--- config.mk ---
export PLATFORM = sky130hd
export DESIGN_NAME = axis_position_sensor_frontend
export DESIGN_NICKNAME = d
export VERILOG_FILES = /design/src/hdl/sensor_frontend_pkg.sv /design/src/hdl/pin_sync.sv /design/src/hdl/quad_counter.sv /design/src/hdl/axis_position_sensor_frontend.sv
export SDC_FILE = /design/constraint.sdc
export NUM_CORES = 2
export LEC_CHECK = 0
export BUFFER_PORTS_ARGS = -buffer_cell sky130_fd_sc_hd__buf_2
export CAP_MARGIN = 20
export CORE_AREA = 4 4 308 310
export CTS_CLUSTER_DIAMETER = 100
export DETAILED_ROUTE_END_ITERATION = 8
export DIE_AREA = 0 0 312 314
export GPL_ROUTABILITY_DRIVEN = 0
export GPL_TIMING_DRIVEN = 0
export PLACE_DENSITY = 0.63
export SYNTH_ARGS = -nofsm -noshare
export SYNTH_HDL_FRONTEND = slang
export SYNTH_HIERARCHICAL = 1
export SYNTH_SLANG_ARGS = --single-unit
--- constraint.sdc ---
create_clock -name core_clk -period 33.2 [get_ports core_clk]
set_input_delay 3.32 -clock core_clk [delete_from_list [all_inputs] [get_ports core_clk]]
set_output_delay 3.32 -clock core_clk [all_outputs]
set_load 0.005 [all_outputs]
--- src/hdl/sensor_frontend_pkg.sv ---
// Shared constants and types for the per-axis position sensor front end
package sensor_frontend_pkg;
  localparam int AXES = 4;
  localparam int CLK_HZ = 20_000_000;
  // Register byte offsets
  localparam logic [7:0] OFS_ENABLE = 8'h00;
  localparam logic [7:0] OFS_ACTIVE = 8'h04;
  localparam logic [7:0] OFS_DIR = 8'h08;
  localparam logic [7:0] OFS_SIGTYPE = 8'h0c;
  localparam logic [7:0] OFS_INDEXUSE = 8'h10;
  localparam logic [7:0] OFS_FAULTUSE = 8'h14;
  localparam logic [7:0] OFS_INDEXLIVE = 8'h18;
  localparam logic [7:0] OFS_INDEXLATCH = 8'h1c;
  localparam logic [7:0] OFS_FAULTLIVE = 8'h20;
  localparam logic [7:0] OFS_ERROR = 8'h24;
  localparam logic [7:0] OFS_CONTROL = 8'h28;
  localparam logic [7:0] OFS_PERIOD0 = 8'h40;
  localparam logic [7:0] OFS_VEL0 = 8'h50;
  localparam logic [7:0] OFS_AMP0 = 8'h60;
  localparam logic [7:0] OFS_COUNT0 = 8'h70;
  // Period in nanometres: 0.000002 mm = 2 nm, 4.0 mm = 4000000 nm
  localparam logic [31:0] PERIOD_MIN = 32'h0000_0002;
  localparam logic [31:0] PERIOD_MAX = 32'h003d_0900;
  localparam logic [31:0] PERIOD_RST = 32'h0000_4e20;
  // Velocity in um/s: 0.01 mm/s = 10, 20.0 mm/s = 20000
  localparam logic [31:0] VEL_MIN = 32'h0000_000a;
  localparam logic [31:0] VEL_MAX = 32'h0000_4e20;
  localparam logic [31:0] VEL_RST = 32'h0000_01f4;
  // Amplitude percent scale and validity threshold
  localparam logic [7:0] AMP_FULL = 8'h64;
  localparam logic [7:0] AMP_LOW_RST = 8'h14;
  localparam logic [1:0] AXIS_ALL = 2'h0;
  localparam logic [1:0] RESP_OKAY = 2'b00;
  localparam logic [1:0] RESP_SLVERR = 2'b10;
  localparam int SYNC_STAGES = 3;
  typedef struct packed {
    logic quad_a;
    logic quad_b;
    logic index_mark;
    logic sensor_fault_input;
  } sensor_pins_type;
  typedef struct packed {
    logic homing_done;
    logic powerup_auto;
  } activate_type;
endpackage

--- src/hdl/pin_sync.sv ---
// Three-stage input synchroniser with agreement filter
`timescale 1ns/1ps
`default_nettype none
module pin_sync (
  input wire logic core_clk,
  input wire logic reset,
  input wire logic pin,
  output logic level
);
  logic s1_q;
  logic s2_q;
  logic s3_q;
  // First stage only feeds the second
  always_ff @(posedge core_clk or posedge reset) begin
    if (reset) begin
      s1_q <= 1'b0;
      s2_q <= 1'b0;
      s3_q <= 1'b0;
    end else begin
      s1_q <= pin;
      s2_q <= s1_q;
      s3_q <= s2_q;
    end
  end
  // Change counts once stages two and three agree
  always_ff @(posedge core_clk or posedge reset) begin
    if (reset) begin
      level <= 1'b0;
    end else if (s2_q == s3_q) begin
      level <= s3_q;
    end
  end
endmodule
`default_nettype wire

--- src/hdl/quad_counter.sv ---
// Quadrature edge counter, four counts per signal period
`timescale 1ns/1ps
`default_nettype none
module quad_counter (
  input wire logic core_clk,
  input wire logic reset,
  input wire logic quad_a,
  input wire logic quad_b,
  input wire logic reverse,
  input wire logic clear,
  output logic [31:0] count
);
  logic [1:0] prev_q;
  logic [1:0] cur;
  logic up;
  logic step;
  assign cur = {quad_a, quad_b};
  // Gray transition: step on any single-bit change
  always_comb begin
    step = ^(cur ^ prev_q) ;
    up = prev_q[1] ^ cur[0];
  end
  always_ff @(posedge core_clk or posedge reset) begin
    if (reset) begin
      prev_q <= 2'b00;
    end else begin
      prev_q <= cur;
    end
  end
  always_ff @(posedge core_clk or posedge reset) begin
    if (reset) begin
      count <= 32'h0000_0000;
    end else if (clear) begin
      count <= 32'h0000_0000;
    end else if (step) begin
      if (up ^ reverse) begin
        count <= count + 32'h0000_0001;
      end else begin
        count <= count - 32'h0000_0001;
      end
    end
  end
endmodule
`default_nettype wire

--- src/hdl/axis_position_sensor_frontend.sv ---
// Four-axis position sensor front end with AXI4-Lite register access
`timescale 1ns/1ps
`default_nettype none
// Functional notes
// - enable mask gates sensor activation
// - activate after homing or auto power-up
// - report active flag per axis
// - store period, 0.000002 to 4.0 mm
// - direction bit reverses count
// - direction fixed by device in closed loop
// - store velocity, 0.01 to 20.0 mm/s
// - analog or quadrature; digital-in-analog invalid
// - index use zeroes position at homing
// - fault-use bit routes fault to error
// - low fault input means sensor error
// - report live index state
// - latched index flag cleared by read
// - report live fault state
// - fault or low amplitude sets error
// - writing zero clears error state
// - readable signal amplitude per axis
// - settings held per axis, except one shared low-amplitude threshold
// - amplitude 100 means full undistorted
// - edge counter, four per period
module axis_position_sensor_frontend
  import sensor_frontend_pkg::*;
(
  input wire logic core_clk,
  input wire logic reset,
  input wire sensor_frontend_pkg::sensor_pins_type pins [4],
  input wire logic [7:0] amp_raw [4],
  input wire sensor_frontend_pkg::activate_type activate [4],
  input wire logic at_lower_limit [4],
  output logic [3:0] closed_loop_en,
  output logic [3:0] zero_request,
  output logic error_state,
  input wire logic [7:0] s_axi_awaddr,
  input wire logic s_axi_awvalid,
  output logic s_axi_awready,
  input wire logic [31:0] s_axi_wdata,
  input wire logic [3:0] s_axi_wstrb,
  input wire logic s_axi_wvalid,
  output logic s_axi_wready,
  output logic [1:0] s_axi_bresp,
  output logic s_axi_bvalid,
  input wire logic s_axi_bready,
  input wire logic [7:0] s_axi_araddr,
  input wire logic s_axi_arvalid,
  output logic s_axi_arready,
  output logic [31:0] s_axi_rdata,
  output logic [1:0] s_axi_rresp,
  output logic s_axi_rvalid,
  input wire logic s_axi_rready
);
  import sensor_frontend_pkg::*;

  logic [3:0] enable_q;
  logic [3:0] active_q;
  logic [3:0] dir_q;
  logic [3:0] sigtype_q;
  logic [3:0] indexuse_q;
  logic [3:0] faultuse_q;
  logic [3:0] index_latch_q;
  logic [3:0] error_q;
  logic [7:0] amp_low_q;
  logic [31:0] period_q [4];
  logic [31:0] vel_q [4];
  logic [7:0] amp_q [4];
  logic [3:0] index_live;
  logic [3:0] fault_pin;
  logic [3:0] quad_a_s;
  logic [3:0] quad_b_s;
  logic [3:0] fault_live;
  logic [3:0] invalid;
  logic [3:0] count_clear;
  logic [3:0] seek_index_q;
  logic [31:0] count [4];

  // AXI write and read channel state
  logic [7:0] waddr_q;
  logic [31:0] wdata_q;
  logic [3:0] wstrb_q;
  logic aw_have_q;
  logic w_have_q;
  logic wr_fire;
  logic rd_fire;
  logic [7:0] rd_addr;
  logic [31:0] rd_value;
  logic rd_ok;

  // Byte-enable merge, used for period and velocity writes
  function automatic logic [31:0] merge(input logic [31:0] old,
                                        input logic [31:0] nw,
                                        input logic [3:0] strb);
    logic [31:0] r;
    r = old;
    for (int b = 0; b < 4; b++) begin
      if (strb[b]) begin
        r[b*8 +: 8] = nw[b*8 +: 8];
      end
    end
    return r;
  endfunction

  // Clamp a value into an allowed range
  function automatic logic [31:0] clamp(input logic [31:0] v,
                                        input logic [31:0] lo,
                                        input logic [31:0] hi);
    if (v < lo) begin
      return lo;
    end
    if (v > hi) begin
      return hi;
    end
    return v;
  endfunction

  // Per-axis input synchronisers and counters
  generate
    for (genvar i = 0; i < AXES; i++) begin : g_axis
      pin_sync u_idx (
        .core_clk(core_clk),
        .reset(reset),
        .pin(pins[i].index_mark),
        .level(index_live[i])
      );
      pin_sync u_flt (
        .core_clk(core_clk),
        .reset(reset),
        // Inverted ahead of the sync so reset reads as no fault
        .pin(~pins[i].sensor_fault_input),
        .level(fault_pin[i])
      );
      pin_sync u_qa (
        .core_clk(core_clk),
        .reset(reset),
        .pin(pins[i].quad_a),
        .level(quad_a_s[i])
      );
      pin_sync u_qb (
        .core_clk(core_clk),
        .reset(reset),
        .pin(pins[i].quad_b),
        .level(quad_b_s[i])
      );
      quad_counter u_cnt (
        .core_clk(core_clk),
        .reset(reset),
        .quad_a(quad_a_s[i]),
        .quad_b(quad_b_s[i]),
        .reverse(dir_q[i]),
        .clear(count_clear[i]),
        .count(count[i])
      );
      // low level on fault pin is an error
      assign fault_live[i] = fault_pin[i];
      // a digital sensor in analog mode reads low amplitude
      // fault or low amplitude makes the sensor invalid
      assign invalid[i] = active_q[i] &
        ((~sigtype_q[i] & (amp_q[i] < amp_low_q)) |
         (faultuse_q[i] & fault_live[i]));
      // zero position on index mark during homing
      assign count_clear[i] = seek_index_q[i] & index_live[i];
    end
  endgenerate

  // saturate so 100 is full undistorted scale
  always_ff @(posedge core_clk or posedge reset) begin
    if (reset) begin
      for (int i = 0; i < AXES; i++) begin
        amp_q[i] <= 8'h00;
      end
    end else begin
      for (int i = 0; i < AXES; i++) begin
        amp_q[i] <= (amp_raw[i] > AMP_FULL) ? AMP_FULL : amp_raw[i];
      end
    end
  end

  // after lower limit, seek index when use bit set
  always_ff @(posedge core_clk or posedge reset) begin
    if (reset) begin
      seek_index_q <= 4'h0;
    end else begin
      for (int i = 0; i < AXES; i++) begin
        if (count_clear[i] | ~indexuse_q[i]) begin
          seek_index_q[i] <= 1'b0;
        end else if (at_lower_limit[i]) begin
          seek_index_q[i] <= 1'b1;
        end
      end
    end
  end

  // Write address and data taken in either order
  assign wr_fire = aw_have_q & w_have_q & ~s_axi_bvalid;
  always_ff @(posedge core_clk or posedge reset) begin
    if (reset) begin
      aw_have_q <= 1'b0;
      w_have_q <= 1'b0;
      waddr_q <= 8'h00;
      wdata_q <= 32'h0000_0000;
      wstrb_q <= 4'h0;
      s_axi_awready <= 1'b0;
      s_axi_wready <= 1'b0;
      s_axi_bvalid <= 1'b0;
      s_axi_bresp <= RESP_OKAY;
    end else begin
      s_axi_awready <= ~aw_have_q & ~s_axi_awready & s_axi_awvalid;
      s_axi_wready <= ~w_have_q & ~s_axi_wready & s_axi_wvalid;
      if (s_axi_awvalid & s_axi_awready) begin
        aw_have_q <= 1'b1;
        waddr_q <= s_axi_awaddr;
      end
      if (s_axi_wvalid & s_axi_wready) begin
        w_have_q <= 1'b1;
        wdata_q <= s_axi_wdata;
        wstrb_q <= s_axi_wstrb;
      end
      if (wr_fire) begin
        aw_have_q <= 1'b0;
        w_have_q <= 1'b0;
        s_axi_bvalid <= 1'b1;
        s_axi_bresp <= (waddr_q[1:0] == 2'b00 && waddr_q < 8'h80) ?
                       RESP_OKAY : RESP_SLVERR;
      end else if (s_axi_bready) begin
        s_axi_bvalid <= 1'b0;
      end
    end
  end

  // Bit-mask configuration registers and amplitude threshold
  // direction writes refused while closed loop runs
  always_ff @(posedge core_clk or posedge reset) begin
    if (reset) begin
      enable_q <= 4'h0;
      dir_q <= 4'h0;
      sigtype_q <= 4'h0;
      indexuse_q <= 4'h0;
      faultuse_q <= 4'h0;
      amp_low_q <= AMP_LOW_RST;
    end else if (wr_fire) begin
      unique case (waddr_q)
        OFS_ENABLE: enable_q <= wdata_q[3:0];
        OFS_DIR: dir_q <= (dir_q & closed_loop_en) |
                          (wdata_q[3:0] & ~closed_loop_en);
        OFS_SIGTYPE: sigtype_q <= wdata_q[3:0];
        OFS_INDEXUSE: indexuse_q <= wdata_q[3:0];
        OFS_FAULTUSE: faultuse_q <= wdata_q[3:0];
        OFS_CONTROL: amp_low_q <= wdata_q[7:0];
        default: ;
      endcase
    end
  end

  // period stored per axis, clamped to range
  // velocity stored per axis, clamped to range
  always_ff @(posedge core_clk or posedge reset) begin
    if (reset) begin
      for (int i = 0; i < AXES; i++) begin
        period_q[i] <= PERIOD_RST;
        vel_q[i] <= VEL_RST;
      end
    end else if (wr_fire) begin
      for (int i = 0; i < AXES; i++) begin
        if (waddr_q == OFS_PERIOD0 + 8'(4 * i)) begin
          period_q[i] <= clamp(merge(period_q[i], wdata_q, wstrb_q),
                               PERIOD_MIN, PERIOD_MAX);
        end
        if (waddr_q == OFS_VEL0 + 8'(4 * i)) begin
          vel_q[i] <= clamp(merge(vel_q[i], wdata_q, wstrb_q),
                            VEL_MIN, VEL_MAX);
        end
      end
    end
  end

  // Activation, closed loop and error state per axis
  always_ff @(posedge core_clk or posedge reset) begin
    if (reset) begin
      active_q <= 4'h0;
      error_q <= 4'h0;
      closed_loop_en <= 4'h0;
    end else begin
      for (int i = 0; i < AXES; i++) begin
        if (invalid[i]) begin
          // drop sensor, flag error, open the loop
          active_q[i] <= 1'b0;
          error_q[i] <= 1'b1;
          closed_loop_en[i] <= 1'b0;
        end else if (~enable_q[i]) begin
          active_q[i] <= 1'b0;
          closed_loop_en[i] <= 1'b0;
        end else if (~error_q[i] &
                     (activate[i].homing_done |
                      activate[i].powerup_auto)) begin
          // activate after homing or auto power-up
          active_q[i] <= 1'b1;
          closed_loop_en[i] <= 1'b1;
        end else if (wr_fire && waddr_q == OFS_ACTIVE) begin
          active_q[i] <= wdata_q[i];
        end
        // writing zero clears error; a new fault wins
        if (wr_fire && waddr_q == OFS_ERROR && ~wdata_q[i] &&
            ~invalid[i]) begin
          error_q[i] <= 1'b0;
        end
      end
    end
  end

  // any axis error, fault or low amplitude, raises the controller error
  always_ff @(posedge core_clk or posedge reset) begin
    if (reset) begin
      error_state <= 1'b0;
      zero_request <= 4'h0;
    end else begin
      error_state <= |error_q;
      zero_request <= count_clear;
    end
  end

  // Read address decode
  assign rd_addr = s_axi_araddr;
  always_comb begin
    rd_value = 32'h0000_0000;
    rd_ok = (rd_addr[1:0] == 2'b00) && (rd_addr < 8'h80);
    unique case (rd_addr)
      OFS_ENABLE: rd_value = {28'h0, enable_q};
      OFS_ACTIVE: rd_value = {28'h0, active_q};
      OFS_DIR: rd_value = {28'h0, dir_q};
      OFS_SIGTYPE: rd_value = {28'h0, sigtype_q};
      OFS_INDEXUSE: rd_value = {28'h0, indexuse_q};
      OFS_FAULTUSE: rd_value = {28'h0, faultuse_q};
      OFS_INDEXLIVE: rd_value = {28'h0, index_live};
      OFS_INDEXLATCH: rd_value = {28'h0, index_latch_q};
      // live fault state, 1 means error
      OFS_FAULTLIVE: rd_value = {28'h0, fault_live};
      OFS_ERROR: rd_value = {28'h0, error_q};
      OFS_CONTROL: rd_value = {24'h0, amp_low_q};
      default: begin
        for (int i = 0; i < AXES; i++) begin
          if (rd_addr == OFS_PERIOD0 + 8'(4 * i)) begin
            rd_value = period_q[i];
          end
          if (rd_addr == OFS_VEL0 + 8'(4 * i)) begin
            rd_value = vel_q[i];
          end
          if (rd_addr == OFS_AMP0 + 8'(4 * i)) begin
            rd_value = {24'h0, amp_q[i]};
          end
          if (rd_addr == OFS_COUNT0 + 8'(4 * i)) begin
            rd_value = count[i];
          end
        end
      end
    endcase
  end

  // Single-cycle read answer after address is taken
  assign rd_fire = s_axi_arvalid & s_axi_arready;
  always_ff @(posedge core_clk or posedge reset) begin
    if (reset) begin
      s_axi_arready <= 1'b0;
      s_axi_rvalid <= 1'b0;
      s_axi_rdata <= 32'h0000_0000;
      s_axi_rresp <= RESP_OKAY;
    end else begin
      s_axi_arready <= ~s_axi_arready & ~s_axi_rvalid & s_axi_arvalid;
      if (rd_fire) begin
        s_axi_rvalid <= 1'b1;
        s_axi_rdata <= rd_value;
        s_axi_rresp <= rd_ok ? RESP_OKAY : RESP_SLVERR;
      end else if (s_axi_rready) begin
        s_axi_rvalid <= 1'b0;
      end
    end
  end

  // latch index, clear on read; new mark wins
  always_ff @(posedge core_clk or posedge reset) begin
    if (reset) begin
      index_latch_q <= 4'h0;
    end else begin
      if (rd_fire && rd_addr == OFS_INDEXLATCH) begin
        index_latch_q <= index_live;
      end else begin
        index_latch_q <= index_latch_q | index_live;
      end
    end
  end
endmodule
`default_nettype wire

==> impl_metrics.json <==
{
  "cts_buffers": 73,
  "maxCapViolCount": 0,
  "gr-usage-met1_pct": 39.4,
  "p_int_mw": 1.85,
  "nNetsFinal": 4378,
  "yosysTopAreaCell": "dfrtp_1",
  "final_hold_viol_count": 0,
  "synth_seq_cells": 626,
  "cts_setup_buffers": 0,
  "io_pins": 169,
  "root_buffer": "clkbuf_16",
  "rsz0062_at_grt": "no",
  "die_w_um": 312,
  "grt_use_met2_pct": 43.2,
  "drt_pass1_iterations": 9,
  "dp_hpwl_mm": 114,
  "netlist.area_leader.share_pct": 39.7,
  "overflow": 0,
  "peakVddDrop_uv": 47.2,
  "p_per_area_nw_per_um2": 79.9,
  "grt_max_degree": 100,
  "reg2reg_depth": 11,
  "cts_max_level": 3,
  "ys.flop_type": "dfrtp_1",
  "holdWs_ns": 0.340,
  "grtUsageMet3_pct": 8.99,
  "ctsHoldBuffers": 0,
  "dp.cells": 5328,
  "multi_input_area_um2": 19200,
  "tns_ns": 0,
  "clkTransAtPathRegs_ns": 0.06,
  "p_total_mw": 3.32,
  "hold_path_class": "reg -> reg",
  "avgViaCountPerCell": 6.50,
  "worst_setup_path_end_kind": "flop",
  "async_flop_share_pct": 100,
  "numPortBuffers": 161,
  "cp-startpoint": "s_axi_araddr[5]",
  "seq_area_um2": 15700,
  "start_util_pct": 39.9,
  "post-route-util_pct": 45.4,
  "busiest_layer": "met2",
  "p_leak_nw": 16.8,
  "crit_arrival_ns": 7.18,
  "areaGrowthSynthToFinish_pct": 13.9,
  "num_vias": 35500,
  "combPwrFrac_pct": 39.0,
  "synth_edf_count": 0,
  "dieArea_um2": 98000,
  "maxSlewHeadroom_pct": 13.9,
  "worstHoldStart": "g_axis[2].u_qb/s1_q",
  "drt_iter0_drc": 5567,
  "pwr-share-seq_pct": 35.5,
  "finalMaxSlewViolations": 0,
  "synth_cell_type_count": 98,
  "crit_fanout": 10,
  "fmax_ghz": 0.151,
  "clkPwrFrac_pct": 25.4,
  "outcome": "completed",
  "cts_tree": "built",
  "required_ns": 33.75,
  "cts_resized": 0,
  "cts_sinks": 626,
  "synth_cells": 3961,
  "final_cells": 5466,
  "yosysWarnings": 6,
  "critical_path.startpoint_type": "input port",
  "setup_violations": 0,
  "finalCritPeriodShare_pct": 20.0,
  "wirelength_mm": 148,
  "switchingPower_mw": 1.48,
  "antenna_found_initial": 7,
  "hold_depth": 0,
  "fin_skew_ns": 0.0376,
  "coreArea_um2": 91700,
  "post_route_cells_drive_above_1_share_pct": 15.5,
  "crit_type": "in -> reg",
  "worstMarginPinSlew_ns": 1.29,
  "grt_pass1_vias": 33300,
  "drtAntennaViolNets": 0,
  "drcViolationCount": 0,
  "finalCriticalPeriod_ns": 6.63,
  "synth_area_leaders": "dfrtp_1 40%, nor2_1 3.7%, mux2_2 3.6%",
  "wl_per_cell_um": 27.0,
  "row_count": 111,
  "fillCellCount": 8965,
  "synth.avg_cell_area_um2": 9.23,
  "grt_util_all_layers_pct": 29.2,
  "swShare_pct": 44.4,
  "cts_max_path_buffers": 3,
  "yosysSeqAreaShare_pct": 43.0,
  "netlist_area_um2": 36500,
  "grt_pass1_wl_mm": 219,
  "clk_latency_ns": 0.66,
  "die-height_um": 314
}
-- power groups by stage --
stage               sequential (mW)  combinational (mW)  clock, mW
floorplan                      1.04               0.866          0
global placement               1.18                1.22          0
detailed placement             1.18                1.24          0
CTS                            1.17                1.25      0.854
global route                   1.19                1.38      0.889
finish                         1.18                1.30      0.846
-- layout make-up --
| cell class | count | share of cell area [%] |
|---|---|---|
| Multi-Input combinational cell | 2969 | 46.2 |
| Sequential cell | 626 | 37.8 |
| Clock buffer | 101 | 5.10 |
| Tap cell | 1186 | 3.57 |
| Buffer | 276 | 3.01 |
| Timing Repair Buffer | 178 | 2.51 |
| Clock inverter | 32 | 0.899 |
| Inverter | 95 | 0.875 |
| Antenna cell | 3 | 0.0180 |
-- cells in the final DEF, fill, tap and decap left out, types with 33 or more instances in the layout --
cell type  instances
dfrtp_1          580
nor2_1           362
nand2_1          282
o21ai_0          221
buf_2            216
clkbuf_1         194
nor3_1           180
a21oi_1          171
and2_1           148
nand3_1          120
mux2_2           117
nor4_1            99
inv_1             87
nand4_1           87
mux2i_1           75
clkbuf_16         74
a22oi_1           63
a31oi_1           61
or3_1             59
a22o_1            54
o2bb2ai_1         49
nor2b_1           48
dfstp_2           46
ha_1              40
xnor2_1           40
or4_1             38
and3_1            37
xor2_1            36
a221oi_1          34
nand2b_1          33
-- registers in the layout, summed over array words and instances, names as in the netlist, 8 cells and up, named ones only --
register             count
waddr_q                  8
amp_q                   32
g_axis.u_cnt/count     128
period_q               128
vel_q                  128
wdata_q                 32
amp_low_q                8
g_axis.u_cnt/prev_q      8
s_axi_rdata             32
-- stage by stage --
step / setup slack (ns) / area, um2
detailed placement: 26.06 / 39100
global placement: 12.19 / 38900
finish: 26.57 / 41600
CTS: 26.72 / 41600
floorplan: 18.09 / 36600
global route: 26.60 / 41600
-- cell usage after synthesis (19+ instances only) --
cell type,n
dfrtp_1,580
nor2_1,362
nand2_1,282
o21ai_0,221
clkbuf_1,185
nor3_1,181
a21oi_1,171
and2_1,148
nand3_1,120
mux2_2,117
nor4_1,99
inv_1,90
nand4_1,87
mux2i_1,75
a22oi_1,63
a31oi_1,61
or3_1,59
a22o_1,54
buf_2,51
o2bb2ai_1,49
nor2b_1,48
dfstp_2,46
ha_1,40
xnor2_1,40
or4_1,38
and3_1,37
xor2_1,36
a221oi_1,34
nand2b_1,33
a21o_1,30
o22ai_1,25
a211oi_1,24
and4_1,23
o211ai_1,23
nor3b_1,21
o31ai_1,19
-- critical path, stage by stage --
cell,delay (ns)
buf_2,0.11
clkbuf_1,0.46
nand3b_1,0.43
nor3_1,0.39
clkbuf_1,0.72
clkbuf_1,0.55
a22oi_1,0.29
a31oi_1,0.47
o21ai_0,0.29
nand2_1,0.13
-- layer usage --
layer	routed length [um]	vias to the layer above
met5	46	-
met4	8130	8
met3	18400	441
met2	62600	2486
met1	58600	17300
li1	-	15300
-- logic make-up after synthesis --
kind of cell / share of synthesized area, %
mux: 6.03
flops: 43.0
other cells: 0.0103
xor+xnor: 2.10
compound gates: 18.5
fa+ha+maj: 1.86
buf+inv: 4.40
simple gates: 24.1
-- path summary, 6_finish.rpt --
path / slack (ns) / to
worst max register to register: 28.65 / g_axis[0].u_cnt/count[30]
max in group asynchronous: 28.69 / period_q[46]
min in group asynchronous: 2.99 / g_axis[3].u_qb/s1_q
worst min-delay path: 0.34 / g_axis[2].u_qb/s2_q
worst max-delay path: 26.57 / s_axi_rdata[20]
worst min register to register: 0.34 / g_axis[2].u_qb/s2_q
No activity file was read; power rests on OpenSTA's default activity.
